<file path="src/include/cmpblk_pkg.sv">
// Summary of operation
// - Edge code 11 fires on any output change; code 00 disables events.
// - Code 01 fires on rising, 10 on falling adjusted output, flag clear.
// - Output invert flips the result before result bit, pin and event logic.
// - Positive input select picks internal reference when set, positive pin when clear.
// - Negative channel picks opamp three, two, one outputs, or the negative pin.
// - Mask selectors pick fault four, fault two, trigger outputs, PWM; rest reserved.
// - OR gate takes each mask input, true or inverted, when its enable is set.
// - AND gate takes each mask input, true or inverted, when its enable is set.
// - AND result feeds OR true or inverted by its two enables.
// - Reference source select picks external reference pin or internal ladder.
// - Reference pin output enables drive the pin regardless of direction settings.
// - Unimplemented register bits ignore writes and read as zero.
`default_nettype none
package cmpblk_pkg;
  localparam logic [11:0] CMPBLK_OFS_CTRL = 12'h000;
  localparam logic [11:0] CMPBLK_OFS_MSRC = 12'h004;
  localparam logic [11:0] CMPBLK_OFS_MGATE = 12'h008;
  localparam logic [11:0] CMPBLK_OFS_FLTR = 12'h00c;
  localparam logic [11:0] CMPBLK_OFS_REF = 12'h010;
  localparam logic [11:0] CMPBLK_OFS_IRQ_STAT = 12'h014;
  localparam logic [11:0] CMPBLK_OFS_IRQ_EN = 12'h018;
  localparam logic [11:0] CMPBLK_OFS_IRQ_CLR = 12'h01c;
  localparam logic [15:0] CMPBLK_CTRL_MASK = 16'he3d3;
  localparam logic [15:0] CMPBLK_MSRC_MASK = 16'h0fff;
  localparam logic [15:0] CMPBLK_MGATE_MASK = 16'hbfff;
  localparam logic [15:0] CMPBLK_FLTR_MASK = 16'h007f;
  localparam logic [15:0] CMPBLK_REF_MASK = 16'h44ff;
  localparam int CMPBLK_ON = 15;
  localparam int CMPBLK_PINEN = 14;
  localparam int CMPBLK_INV = 13;
  localparam int CMPBLK_EVT = 9;
  localparam int CMPBLK_RES = 8;
  localparam int CMPBLK_EDGE_LO = 6;
  localparam int CMPBLK_PSEL = 4;
  localparam int CMPBLK_BLANK_LEVEL_SELECT = 15;
  localparam int CMPBLK_FEN = 3;
  localparam int CMPBLK_FSEL_LO = 4;
  localparam int CMPBLK_RSEL = 10;
  localparam int CMPBLK_ROE2 = 14;
  localparam int CMPBLK_ROE1 = 6;
  localparam int CMPBLK_FILT_SAMPLES = 3;
  localparam logic [1:0] CMPBLK_EDGE_OFF = 2'h0;
  localparam logic [1:0] CMPBLK_EDGE_RISE = 2'h1;
  localparam logic [1:0] CMPBLK_EDGE_FALL = 2'h2;
  localparam logic [1:0] CMPBLK_EDGE_ANY = 2'h3;
  typedef enum logic [2:0] {
    CMPBLK_IDLE = 3'b001,
    CMPBLK_ARMED = 3'b010,
    CMPBLK_LATCHED = 3'b100
  } cmpblk_state_t;
endpackage : cmpblk_pkg
`default_nettype wire

</file>
<file path="src/include/cmpblk_mask_if.sv">
`default_nettype none
interface cmpblk_mask_if;
  logic [15:0] src_sel;
  logic [15:0] gate_ctl;
  logic [5:0] pwm;
  logic [3:0] ext;
  logic blank;
  modport ctl (output src_sel, gate_ctl, pwm, ext, input blank);
  modport net (input src_sel, gate_ctl, pwm, ext, output blank);
endinterface : cmpblk_mask_if
`default_nettype wire

</file>
<file path="src/rtl/cmpblk_top.sv">
`default_nettype none
module cmpblk_top (
  input wire logic pclk,
  input wire logic presetn,
  input wire logic psel,
  input wire logic penable,
  input wire logic pwrite,
  input wire logic [11:0] paddr,
  input wire logic [31:0] pwdata,
  output logic [31:0] prdata,
  output logic pready,
  output logic pslverr,
  input wire logic comp_raw,
  input wire logic [5:0] pwm_in,
  input wire logic [3:0] ext_in,
  input wire logic [7:0] filt_clk_in,
  output logic comparator_on,
  output logic result_pin,
  output logic result_pin_enable,
  output logic positive_input_select,
  output logic [1:0] negative_channel_select,
  output logic reference_source_select,
  output logic [1:0] reference_pin_output_enable,
  output logic event_pulse,
  output logic irq
);
  import cmpblk_pkg::*;
  logic [15:0] ctrl_reg;
  logic [15:0] msrc_reg;
  logic [15:0] mgate_reg;
  logic [15:0] fltr_reg;
  logic [15:0] ref_reg;
  logic irq_stat_reg;
  logic irq_en_reg;
  logic [1:0] comp_sync_reg;
  logic [7:0] fclk_s1_reg;
  logic [7:0] fclk_s2_reg;
  logic [7:0] fclk_d_reg;
  logic [2:0] div_reg;
  logic [7:0] pre_reg;
  logic adj_d_reg;
  logic filt_out;
  logic adj;
  logic blank;
  logic tick;
  logic fire;
  logic wr;
  logic clr_evt;
  logic [31:0] rd_next;
  cmpblk_state_t st_reg;
  cmpblk_mask_if mif ();
  assign mif.src_sel = msrc_reg;
  assign mif.gate_ctl = mgate_reg;
  assign mif.pwm = pwm_in;
  assign mif.ext = ext_in;
  assign blank = mif.blank;
  cmpblk_mask u_mask (.m(mif));
  function automatic logic [15:0] wmask(input logic [31:0] d, input logic [15:0] k);
    wmask = d[15:0] & k;
  endfunction : wmask
  always_ff @(posedge pclk or negedge presetn) begin
    if (!presetn) begin
      comp_sync_reg <= 2'h0;
      fclk_s1_reg <= 8'h00;
      fclk_s2_reg <= 8'h00;
      fclk_d_reg <= 8'h00;
    end else begin
      comp_sync_reg <= {comp_sync_reg[0], comp_raw};
      fclk_s1_reg <= filt_clk_in;
      fclk_s2_reg <= fclk_s1_reg;
      fclk_d_reg <= fclk_s2_reg;
    end
  end
  logic src_edge;
  assign src_edge = fclk_s2_reg[fltr_reg[CMPBLK_FSEL_LO +: 3]]
    & ~fclk_d_reg[fltr_reg[CMPBLK_FSEL_LO +: 3]];
  always_ff @(posedge pclk or negedge presetn) begin
    if (!presetn) begin
      pre_reg <= 8'h00;
    end else if (src_edge) begin
      pre_reg <= (pre_reg >= 8'((1 << div_reg) - 1)) ? 8'h00 : pre_reg + 8'h01;
    end
  end
  assign div_reg = fltr_reg[2:0];
  assign tick = src_edge && (pre_reg >= 8'((1 << div_reg) - 1));
  cmpblk_filter #(.SAMPLES(CMPBLK_FILT_SAMPLES)) u_filt (
    .pclk(pclk),
    .presetn(presetn),
    .tick(tick),
    .enable(fltr_reg[CMPBLK_FEN]),
    .din(comp_sync_reg[1]),
    .dout(filt_out)
  );
  // Blanking forces the adjusted output to read as the selected level.
  always_comb begin
    adj = filt_out ^ ctrl_reg[CMPBLK_INV];
    if (blank && (adj != mgate_reg[CMPBLK_BLANK_LEVEL_SELECT])) begin
      adj = mgate_reg[CMPBLK_BLANK_LEVEL_SELECT];
    end
  end
  always_comb begin
    case (ctrl_reg[CMPBLK_EDGE_LO +: 2])
      CMPBLK_EDGE_RISE: fire = adj & ~adj_d_reg;
      CMPBLK_EDGE_FALL: fire = ~adj & adj_d_reg;
      CMPBLK_EDGE_ANY: fire = adj ^ adj_d_reg;
      default: fire = 1'b0;
    endcase
    fire = fire & ctrl_reg[CMPBLK_ON] & (st_reg != CMPBLK_LATCHED);
  end
  assign wr = psel && penable && pwrite;
  assign clr_evt = wr && (paddr == CMPBLK_OFS_CTRL) && !pwdata[CMPBLK_EVT];
  always_ff @(posedge pclk or negedge presetn) begin
    if (!presetn) begin
      st_reg <= CMPBLK_IDLE;
      adj_d_reg <= 1'b0;
      event_pulse <= 1'b0;
    end else begin
      adj_d_reg <= adj;
      event_pulse <= fire;
      case (st_reg)
        CMPBLK_IDLE: begin
          st_reg <= ctrl_reg[CMPBLK_ON] ? CMPBLK_ARMED : CMPBLK_IDLE;
          if (fire) begin
            st_reg <= CMPBLK_LATCHED;
          end
        end
        CMPBLK_ARMED: st_reg <= fire ? CMPBLK_LATCHED : CMPBLK_ARMED;
        CMPBLK_LATCHED: st_reg <= clr_evt ? CMPBLK_ARMED : CMPBLK_LATCHED;
        default: st_reg <= CMPBLK_IDLE;
      endcase
    end
  end
  always_ff @(posedge pclk or negedge presetn) begin
    if (!presetn) begin
      ctrl_reg <= 16'h0000;
    end else begin
      if (wr && paddr == CMPBLK_OFS_CTRL) begin
        ctrl_reg <= wmask(pwdata, CMPBLK_CTRL_MASK & ~16'h0300);
        ctrl_reg[CMPBLK_EVT] <= pwdata[CMPBLK_EVT] & ctrl_reg[CMPBLK_EVT];
      end
      if (fire) begin
        ctrl_reg[CMPBLK_EVT] <= 1'b1;
      end
      ctrl_reg[CMPBLK_RES] <= adj;
    end
  end
  always_ff @(posedge pclk or negedge presetn) begin
    if (!presetn) begin
      msrc_reg <= 16'h0000;
      mgate_reg <= 16'h0000;
      fltr_reg <= 16'h0000;
      ref_reg <= 16'h0000;
      irq_en_reg <= 1'b0;
    end else if (wr) begin
      case (paddr)
        CMPBLK_OFS_MSRC: msrc_reg <= wmask(pwdata, CMPBLK_MSRC_MASK);
        CMPBLK_OFS_MGATE: mgate_reg <= wmask(pwdata, CMPBLK_MGATE_MASK);
        CMPBLK_OFS_FLTR: fltr_reg <= wmask(pwdata, CMPBLK_FLTR_MASK);
        CMPBLK_OFS_REF: ref_reg <= wmask(pwdata, CMPBLK_REF_MASK);
        CMPBLK_OFS_IRQ_EN: irq_en_reg <= pwdata[0];
        default: irq_en_reg <= irq_en_reg;
      endcase
    end
  end
  always_ff @(posedge pclk or negedge presetn) begin
    if (!presetn) begin
      irq_stat_reg <= 1'b0;
    end else if (fire) begin
      irq_stat_reg <= 1'b1;
    end else if (wr && paddr == CMPBLK_OFS_IRQ_CLR && pwdata[0]) begin
      irq_stat_reg <= 1'b0;
    end
  end
  always_comb begin
    case (paddr)
      CMPBLK_OFS_CTRL: rd_next = {16'h0000, ctrl_reg};
      CMPBLK_OFS_MSRC: rd_next = {16'h0000, msrc_reg};
      CMPBLK_OFS_MGATE: rd_next = {16'h0000, mgate_reg};
      CMPBLK_OFS_FLTR: rd_next = {16'h0000, fltr_reg};
      CMPBLK_OFS_REF: rd_next = {16'h0000, ref_reg};
      CMPBLK_OFS_IRQ_STAT: rd_next = {31'h0, irq_stat_reg};
      CMPBLK_OFS_IRQ_EN: rd_next = {31'h0, irq_en_reg};
      default: rd_next = 32'h0;
    endcase
  end
  always_ff @(posedge pclk or negedge presetn) begin
    if (!presetn) begin
      prdata <= 32'h0;
      pready <= 1'b0;
      pslverr <= 1'b0;
    end else begin
      pready <= psel && !penable;
      prdata <= (psel && !penable && !pwrite) ? rd_next : 32'h0;
      pslverr <= 1'b0;
    end
  end
  always_ff @(posedge pclk or negedge presetn) begin
    if (!presetn) begin
      comparator_on <= 1'b0;
      result_pin <= 1'b0;
      result_pin_enable <= 1'b0;
      positive_input_select <= 1'b0;
      negative_channel_select <= 2'h0;
      reference_source_select <= 1'b0;
      reference_pin_output_enable <= 2'h0;
      irq <= 1'b0;
    end else begin
      comparator_on <= ctrl_reg[CMPBLK_ON];
      result_pin <= ctrl_reg[CMPBLK_RES];
      result_pin_enable <= ctrl_reg[CMPBLK_PINEN];
      positive_input_select <= ctrl_reg[CMPBLK_PSEL];
      negative_channel_select <= ctrl_reg[1:0];
      reference_source_select <= ref_reg[CMPBLK_RSEL];
      reference_pin_output_enable <= {ref_reg[CMPBLK_ROE2], ref_reg[CMPBLK_ROE1]};
      irq <= irq_stat_reg & irq_en_reg;
    end
  end
  property p_no_fire_latched;
    @(posedge pclk) disable iff (!presetn) (st_reg == CMPBLK_LATCHED) |-> !fire;
  endproperty
  a_no_fire_latched: assert property (p_no_fire_latched) else $error("event while latched");
  property p_off_silent;
    @(posedge pclk) disable iff (!presetn)
      (ctrl_reg[CMPBLK_EDGE_LO +: 2] == CMPBLK_EDGE_OFF) |-> !fire;
  endproperty
  a_off_silent: assert property (p_off_silent) else $error("event while disabled");
  property p_rise_only;
    @(posedge pclk) disable iff (!presetn)
      (fire && ctrl_reg[CMPBLK_EDGE_LO +: 2] == CMPBLK_EDGE_RISE) |-> (adj && !adj_d_reg);
  endproperty
  a_rise_only: assert property (p_rise_only) else $error("rise event without rise");
  property p_res_track;
    @(posedge pclk) disable iff (!presetn) ##1 ctrl_reg[CMPBLK_RES] == $past(adj);
  endproperty
  a_res_track: assert property (p_res_track) else $error("result bit mismatch");
  property p_pin_follow;
    @(posedge pclk) disable iff (!presetn) ##1 result_pin == $past(ctrl_reg[CMPBLK_RES]);
  endproperty
  a_pin_follow: assert property (p_pin_follow) else $error("pin mismatch");
  property p_flag_sets;
    @(posedge pclk) disable iff (!presetn) fire |=> ctrl_reg[CMPBLK_EVT] && irq_stat_reg;
  endproperty
  a_flag_sets: assert property (p_flag_sets) else $error("flag not set");
  property p_chan;
    @(posedge pclk) disable iff (!presetn) ##1 negative_channel_select == $past(ctrl_reg[1:0]);
  endproperty
  a_chan: assert property (p_chan) else $error("channel mismatch");
  property p_resv;
    @(posedge pclk) disable iff (!presetn) (fltr_reg & ~CMPBLK_FLTR_MASK) == 16'h0000;
  endproperty
  a_resv: assert property (p_resv) else $error("reserved bit set");
  property p_flag_blocks;
    @(posedge pclk) disable iff (!presetn)
      ctrl_reg[CMPBLK_EVT] |-> !fire;
  endproperty
  a_flag_blocks: assert property (p_flag_blocks) else $error("event while flag set");
  property p_irq_level;
    @(posedge pclk) disable iff (!presetn)
      ##1 irq == ($past(irq_stat_reg) & $past(irq_en_reg));
  endproperty
  a_irq_level: assert property (p_irq_level) else $error("interrupt level mismatch");
  property p_any_fire;
    @(posedge pclk) disable iff (!presetn)
      (ctrl_reg[CMPBLK_ON] && !ctrl_reg[CMPBLK_EVT] && (adj != adj_d_reg)
        && ctrl_reg[CMPBLK_EDGE_LO +: 2] == CMPBLK_EDGE_ANY) |-> fire;
  endproperty
  a_any_fire: assert property (p_any_fire) else $error("change without event");
  property p_fall_only;
    @(posedge pclk) disable iff (!presetn)
      (fire && ctrl_reg[CMPBLK_EDGE_LO +: 2] == CMPBLK_EDGE_FALL) |-> (!adj && adj_d_reg);
  endproperty
  a_fall_only: assert property (p_fall_only) else $error("fall event without fall");
  property p_pulse;
    @(posedge pclk) disable iff (!presetn)
      ##1 event_pulse == $past(fire);
  endproperty
  a_pulse: assert property (p_pulse) else $error("event pulse mismatch");
  property p_pos_sel;
    @(posedge pclk) disable iff (!presetn)
      ##1 positive_input_select == $past(ctrl_reg[CMPBLK_PSEL]);
  endproperty
  a_pos_sel: assert property (p_pos_sel) else $error("positive select mismatch");
  property p_ref_sel;
    @(posedge pclk) disable iff (!presetn)
      ##1 reference_source_select == $past(ref_reg[CMPBLK_RSEL]);
  endproperty
  a_ref_sel: assert property (p_ref_sel) else $error("reference select mismatch");
  property p_ref_oe;
    @(posedge pclk) disable iff (!presetn)
      ##1 reference_pin_output_enable
        == {$past(ref_reg[CMPBLK_ROE2]), $past(ref_reg[CMPBLK_ROE1])};
  endproperty
  a_ref_oe: assert property (p_ref_oe) else $error("reference pin enable mismatch");
  property p_pin_en;
    @(posedge pclk) disable iff (!presetn)
      ##1 result_pin_enable == $past(ctrl_reg[CMPBLK_PINEN]);
  endproperty
  a_pin_en: assert property (p_pin_en) else $error("pin enable mismatch");
  property p_blank_level;
    @(posedge pclk) disable iff (!presetn)
      blank |-> adj == mgate_reg[CMPBLK_BLANK_LEVEL_SELECT];
  endproperty
  a_blank_level: assert property (p_blank_level) else $error("blanked level passed");
  property p_resv_all;
    @(posedge pclk) disable iff (!presetn)
      ((ctrl_reg & ~CMPBLK_CTRL_MASK) | (msrc_reg & ~CMPBLK_MSRC_MASK)
        | (mgate_reg & ~CMPBLK_MGATE_MASK) | (ref_reg & ~CMPBLK_REF_MASK)) == 16'h0000;
  endproperty
  a_resv_all: assert property (p_resv_all) else $error("reserved bit set");
  property p_filt_hold;
    @(posedge pclk) disable iff (!presetn)
      (fltr_reg[CMPBLK_FEN] && !tick) ##1 fltr_reg[CMPBLK_FEN] |-> $stable(filt_out);
  endproperty
  a_filt_hold: assert property (p_filt_hold) else $error("filter output moved");
endmodule : cmpblk_top
`default_nettype wire

</file>
<file path="src/rtl/cmpblk_mask.sv">
`default_nettype none
module cmpblk_mask (
  cmpblk_mask_if.net m
);
  import cmpblk_pkg::*;
  logic ma;
  logic mb;
  logic mc;
  logic andr;
  logic [5:0] g;
  function automatic logic pick(input logic [3:0] s, input logic [5:0] p, input logic [3:0] e);
    case (s)
      4'hf: pick = e[3];
      4'he: pick = e[2];
      4'hd: pick = e[1];
      4'hc: pick = e[0];
      4'h0, 4'h1, 4'h2, 4'h3, 4'h4, 4'h5: pick = p[s[2:0]];
      default: pick = 1'b0;
    endcase
  endfunction : pick
  always_comb begin
    ma = pick(m.src_sel[3:0], m.pwm, m.ext);
    mb = pick(m.src_sel[7:4], m.pwm, m.ext);
    mc = pick(m.src_sel[11:8], m.pwm, m.ext);
    g = m.gate_ctl[5:0];
    andr = (~g[1] | ma) & (~g[0] | ~ma) & (~g[3] | mb) & (~g[2] | ~mb)
      & (~g[5] | mc) & (~g[4] | ~mc) & (|g);
    m.blank = (m.gate_ctl[9] & ma) | (m.gate_ctl[8] & ~ma) | (m.gate_ctl[11] & mb)
      | (m.gate_ctl[10] & ~mb) | (m.gate_ctl[13] & mc) | (m.gate_ctl[12] & ~mc)
      | (m.gate_ctl[6] & andr) | (m.gate_ctl[7] & ~andr);
  end
endmodule : cmpblk_mask
`default_nettype wire

</file>
<file path="src/rtl/cmpblk_filter.sv">
`default_nettype none
module cmpblk_filter #(
  parameter int SAMPLES = 3
) (
  input wire logic pclk,
  input wire logic presetn,
  input wire logic tick,
  input wire logic enable,
  input wire logic din,
  output logic dout
);
  logic [3:0] cnt_reg;
  logic held_reg;
  always_ff @(posedge pclk or negedge presetn) begin
    if (!presetn) begin
      cnt_reg <= 4'h0;
      held_reg <= 1'b0;
    end else if (din == held_reg) begin
      cnt_reg <= 4'h0;
    end else if (tick) begin
      if (cnt_reg == 4'(SAMPLES - 1)) begin
        held_reg <= din;
        cnt_reg <= 4'h0;
      end else begin
        cnt_reg <= cnt_reg + 4'h1;
      end
    end
  end
  assign dout = enable ? held_reg : din;
endmodule : cmpblk_filter
`default_nettype wire

</file>
<file path="config.mk">
export PLATFORM = sky130hd
export DESIGN_NAME = cmpblk_top
export DESIGN_NICKNAME = d
export VERILOG_FILES = /design/src/include/cmpblk_pkg.sv /design/src/include/cmpblk_mask_if.sv /design/src/rtl/cmpblk_top.sv /design/src/rtl/cmpblk_mask.sv /design/src/rtl/cmpblk_filter.sv
export SDC_FILE = /design/constraint.sdc
export NUM_CORES = 1
export LEC_CHECK = 0
export BUFFER_PORTS_ARGS = -buffer_cell sky130_fd_sc_hd__buf_2
export CAP_MARGIN = 15
export CORE_MARGIN = 2
export CORE_UTILIZATION = 40
export DETAILED_ROUTE_END_ITERATION = 8
export HOLD_SLACK_MARGIN = 0.08
export REMOVE_ABC_BUFFERS = 1
export SLEW_MARGIN = 20
export SYNTH_ARGS = -nofsm -noshare
export SYNTH_HDL_FRONTEND = slang
export SYNTH_SLANG_ARGS = --single-unit
</file>
<file path="constraint.sdc">
create_clock -name pclk -period 6.57 [get_ports pclk]
set_input_delay 0.9855 -clock pclk [delete_from_list [all_inputs] [get_ports pclk]]
set_output_delay 0.9855 -clock pclk [all_outputs]
set_load 0.03 [all_outputs]
</file>
-- Yosys cells after proc, flatten, opt, wreduce, memory -nomap -nowiden
Index checks and enable logic that the tools add are counted.
- RAM bits: 0
- output and inout port bits: 45
- memories: 0
- register bits: 126
- bits of input ports: 68
- word-level logic and storage cells: 192
- ROM bits: 0
- latch bits: 0
- multipliers: 0
- eq/ne operators: 44
- order comparisons: 5
- multiplexer cells: 31
- shift operators: 1
- bitwise logic cells: 50
- reductions and logical operators: 30
- add/subtract/negate cells: 3
- divide/modulo/power cells: 0
- operators by type and width (kind ; count):
    $pmux W16 S7 ; 1
    $eq A12 B5 Y1 const B ; 4
    $eq A4 B4 Y1 const B ; 12
    $eq A4 B2 Y1 const B ; 7
    $eq A12 B4 Y1 const B ; 2
    $eq A4 B3 Y1 const B ; 6
    $reduce_or A6 Y1 ; 4
    $and A1 B1 Y1 ; 21
    $lt A3 B4 Y1 const B ; 4
    $mux W16 ; 1
    $bmux W1 S3 ; 5
    $pmux W1 S5 ; 3
    $not A1 Y1 ; 14
    $or A1 B1 Y1 ; 13
    $eq A12 B3 Y1 const B ; 1
    $eq A4 B1 Y1 const B ; 3
    $logic_not A12 Y1 ; 1
    $logic_not A4 Y1 ; 3
    $mux W4 ; 3
    $logic_and A1 B1 Y1 ; 10
    $mux W1 ; 10
    $mux W10 ; 1
    $reduce_and A2 Y1 ; 5
    $mux W3 ; 3
    other kinds (21) ; 27

-- Longest topological paths before layout
- depth after elaboration: 23
- mapped depth: 15
- mapped depth without buffers: 15

-- By module
Synthesis repeated with hierarchy kept, for this count alone.
- cells, all modules: 505
- area, all modules: 5962.0 um^2
- modules (own cells, without submodules) (module ; area an instance (um^2) ; cells an instance ; times used):
    cmpblk_top ; 5280.1 ; 427 ; 1
    cmpblk_mask ; 431.7 ; 57 ; 1
    cmpblk_filter ; 250.2 ; 21 ; 1

-- Worst setup path before layout
No wires, ideal clock.
- kind: input -> register
- from: in pwm_in[1]
- to: reg st_reg[1]
- stages: 15
- slack: 2.789 ns
- arrival time: 3.654 ns
- required time: 6.443 ns
- cell sequence: mux4_1 a21oi_1 a31oi_2 mux2i_1 and4_4 a211oi_2 mux2_1 ha_1 inv_1 mux2i_1 a211oi_1 nand2_1 inv_1 o32a_1 o22ai_1
- longest elaborated chain between the ends: 23
- elaborated cells between the ends (all ways): 52
- ends and longest elaborated chain (element ; RTL line ; RTL):
    start: declaration ; cmpblk_top.sv:14 ; input wire logic [5:0] pwm_in,
    $bmux W1 S3 ; cmpblk_mask.sv:17 ; 4'h0, 4'h1, 4'h2, 4'h3, 4'h4, 4'h5: pick = p[s[2:0]];
    $mux W1 (implied by the code) ; cmpblk_mask.sv:17 ;
    $pmux W1 S5 ; cmpblk_mask.sv:12 ; case (s)
    $not A1 Y1 ; cmpblk_mask.sv:26, cmpblk_mask.sv:28 ;
    $or A1 B1 Y1 ; cmpblk_mask.sv:26 ; andr = (~g[1] | ma) & (~g[0] | ~ma) & (~g[3] | mb) & (~g[2] | ~mb)
    $and A1 B1 Y1 (3 in series) ; cmpblk_mask.sv:26 ;
    $and A1 B1 Y1 (3 in series) ; cmpblk_mask.sv:27 ; & (~g[5] | mc) & (~g[4] | ~mc) & (|g);
    $and A1 B1 Y1 / $not A1 Y1 (equally long branches) ; cmpblk_mask.sv:30 ; | (m.gate_ctl[6] & andr) | (m.gate_ctl[7] & ~andr);
    (+4 left out) ; -- ;
    via adj ; cmpblk_top.sv:43 ; logic adj;
    $not A1 Y1 ; cmpblk_top.sv:104 ; CMPBLK_EDGE_FALL: fire = ~adj & adj_d_reg;
    $and A1 B1 Y1 ; cmpblk_top.sv:104 ;
    $pmux W1 S3 (*) ; cmpblk_top.sv:102 ; case (ctrl_reg[CMPBLK_EDGE_LO +: 2])
    $and A1 B1 Y1 (*) (2 in series) ; cmpblk_top.sv:108 ; fire = fire & ctrl_reg[CMPBLK_ON] & (st_reg != CMPBLK_LATCHED);
    via fire ; cmpblk_top.sv:46 ; logic fire;
    $mux W3 (on tied branches) ; cmpblk_top.sv:127, cmpblk_top.sv:123 ;
    $pmux W3 S3 (*) ; cmpblk_top.sv:120 ; case (st_reg)
    end signal: assignment ; cmpblk_top.sv:122 ; st_reg <= ctrl_reg[CMPBLK_ON] ? CMPBLK_ARMED : CMPBLK_IDLE;
    end signal: assignment ; cmpblk_top.sv:127 ; CMPBLK_ARMED: st_reg <= fire ? CMPBLK_LATCHED : CMPBLK_ARMED;
    end signal: assignment ; cmpblk_top.sv:128 ; CMPBLK_LATCHED: st_reg <= clr_evt ? CMPBLK_ARMED : CMPBLK_LATCHED;
    end: declaration ; cmpblk_top.sv:50 ; cmpblk_state_t st_reg;
The timed path passes the listed nets; every way through them passes the cells marked *. The select of a mux whose other input is x is not followed.
A chain may end at the register's enable or synchronous reset.

-- Worst setup path in the final report
Ends and elaborated chain as after synthesis.

==> metrics <==
Synth Warn # 0; pre-CTS setup slack 2.28 ns; fraction of layout cells with a size suffix above 1 0.313; setup violators final 0; worst rel slew slack 0.425; synth-to-layout area growth 20.5%; CTS tree done; Worst Max-Slew Pin Slew approximately 0.86 ns; Ports 113; routed via count approximately 4000; most frequent cells in the layout 125 x dfrtp_1, 78 x buf_2, 50 x mux2_2, 30 x nand2_1, 27 x a21oi_1; Rows 43; Fill cells between 1000 and 1500; Top FF cell, synth dfrtp_1; htree depth 4; Final Max Tran Viols 0; Final Hold Viols 0; Sequential Power Share 0.427; Final min period between 3 and 4 ns; setup_tns 0 ns; Sw Share 0.246; post-route ant nets 0; clk sinks ~130; RSZ-0062 raised after global routing no; Post-Synthesis Cells about 460; Net Sw Power approximately 0.48 mW; fin nets about 630; fmax roughly 260 MHz; Hold EP fclk_s2_reg[6]; sequential area share after synthesis 0.558; chip height roughly 120 microns; Max Cap Violations 0; Avg Inst Size Synth 12.2 sq um; Hold Crit Depth 0; worst setup path class in2reg; TritonCTS Buffers 17; Hold Startpoint fclk_s1_reg[6]; clock share of power 0.491; DRT Wirelength about 13 mm; WP data required 6.87 ns; maximum VDD drop 0.000211 V; PD cells around 290 nW/um^2; status completed; ant diodes 0; vias per std cell between 5 and 6; HP Class reg2reg; Clock Skew approximately 0.0067 ns; max FFs per register 16; vias in the first global route just under 4000; Core ar. 13800 sq um; FF+latch count, synth 126; dpl hpwl slightly below 9 mm; die footprint between 15000 and 20000 sq um; commonest non-fill, non-tap cell in the layout dfrtp_1; Root Driver clkbuf_16; ys async rst share 1.00; R2R Path Start mif.src_sel[8]; all-layer global routing usage 0.183; largest net degree at the start of global routing 68; Post-synth EDFFs 0; combinational power share 0.082; Post-CTS Resized 0; Reg2Reg Depth 15; Die Wd ~120 microns; WL per Instance between 15 and 20 microns; synth unique cells 48; r2r setup slk ~2.7 ns; number of antenna violations at the first check in global routing 0; Tcrit/Tclk final 0.593; CTS max path bufs 2; data arrival time of the worst path 4.19 ns; DRC violations left 0; Setup crit end kind flip-flop; PortBufs 79; Placer Congestion 0.783; critical path launch point pwm_in[1]; DRT Pass-1 Iters 4; wire length of the first global-routing pass approximately 20 mm; initial drt markers about 220; crit start category primary input; Critical Path Fanout Max 4; final hold slack 0.345 ns; Leak ~3.3 nW; fin worst setup slack 2.67 ns; Int Power between 1 and 1.5 mW; total grt overflow 0; initial core utilization 0.409; cell area after synthesis ~5700 sq um; critical register-to-register path endpoint st_reg[1]; clk slew on worst S/H paths about 0.050 ns; clock latency at the later pin of the worst-skew pair approximately 0.42 ns; # hold bufs at CTS 0; final design utilization 0.493; Post CTS Setup Buffer Count 0
==> final cells by class <==
| cell class | count | area, sq um | share of cell area |
|---|---|---|---|
| clock buffers | 20 | 457 | 0.0670 |
| multi-input cells | 301 | 2310 | 0.339 |
| well taps | 180 | 225 | 0.0331 |
| repair buffers | 84 | 435 | 0.0639 |
| clock inverters | 12 | 159 | 0.0233 |
| flip-flops and latches | 126 | 3150 | 0.463 |
| inverters | 20 | 75.1 | 0.0110 |
==> worst max-delay path by stage <==
stage,endpoint,slack [ns],depth (start not counted)
CTS,st_reg[1],2.70,16
global route,st_reg[2],2.41,16
finish,st_reg[1],2.67,16
floorplan,st_reg[1],2.79,15
global placement,st_reg[1],2.36,16
detailed placement,st_reg[1],2.28,16
==> power by group through the flow <==
stage	Sequential [mW]	Combinational, mW	Clock [mW]
2_1_floorplan	0.848	0.100	0
3_3_place_gp	0.855	0.154	0
3_5_place_dp	0.856	0.163	0
4_1_cts	0.843	0.164	0.984
5_1_grt	0.847	0.188	1.02
6_report	0.843	0.162	0.970
==> stage by stage <==
stage / instance area (sq um) / power (mW) / cells
after floorplan: 5520 / 0.948 / 447
after global placement: 6190 / 1.01 / 711
after detailed placement: 6200 / 1.02 / 711
after CTS: 6810 / 1.99 / 743
after global routing: 6810 / 2.06 / 743
final: 6810 / 1.97 / 743
==> cells by family after synthesis <==
kind of cell | Yosys count | synth area share
compound gates | 81 | 0.0950
other cells | 2 | 0.00133
simple gates | 108 | 0.0974
xor+xnor | 8 | 0.0124
mux | 72 | 0.158
buf+inv | 52 | 0.0469
fa+ha+maj | 14 | 0.0310
flops | 126 | 0.558
==> critical path, stage by stage <==
cell and delay (ns):
buf_2 0.11, mux4_1 0.54, a21oi_1 0.17, a31oi_1 0.10
mux2i_1 0.24, a41oi_1 0.16, a211oi_2 0.32, mux2_1 0.38
ha_1 0.28, inv_1 0.06, mux2i_1 0.06, a211oi_1 0.23
nand2_1 0.16, inv_1 0.16, o32a_1 0.16, o22ai_1 0.08
==> synth_stat cells, types with 4 or more instances <==
master    number  share of area
ha_1          14          0.031
clkbuf_1      10         0.0066
mux2i_1       14          0.025
nand2_1       30          0.020
mux2_2        50           0.10
xor2_1         4         0.0062
nand3_1       10         0.0089
buf_4         17          0.023
dfrtp_1      125           0.55
a22oi_1       17          0.023
or3_1         10          0.011
xnor2_1        4         0.0062
inv_1         20          0.013
buf_2          5         0.0044
and3_1         4         0.0044
a21oi_1       27          0.024
nor2_1        25          0.017
nor2b_1        6         0.0066
o32ai_1        4         0.0062
a222oi_1       4         0.0071
mux4_1         5          0.023
o21ai_0       13          0.012
nand2b_1       6         0.0066
==> per-layer routing <==
layer,routed length [microns],vias to the layer above,global-route usage
met5,0,-,0
met1,5840,1943,0.248
met3,771,15,0.0493
met2,6020,118,0.281
met4,172,0,0.0682
li1,-,1809,-
Note: power is estimated with default switching activity, not from simulation.
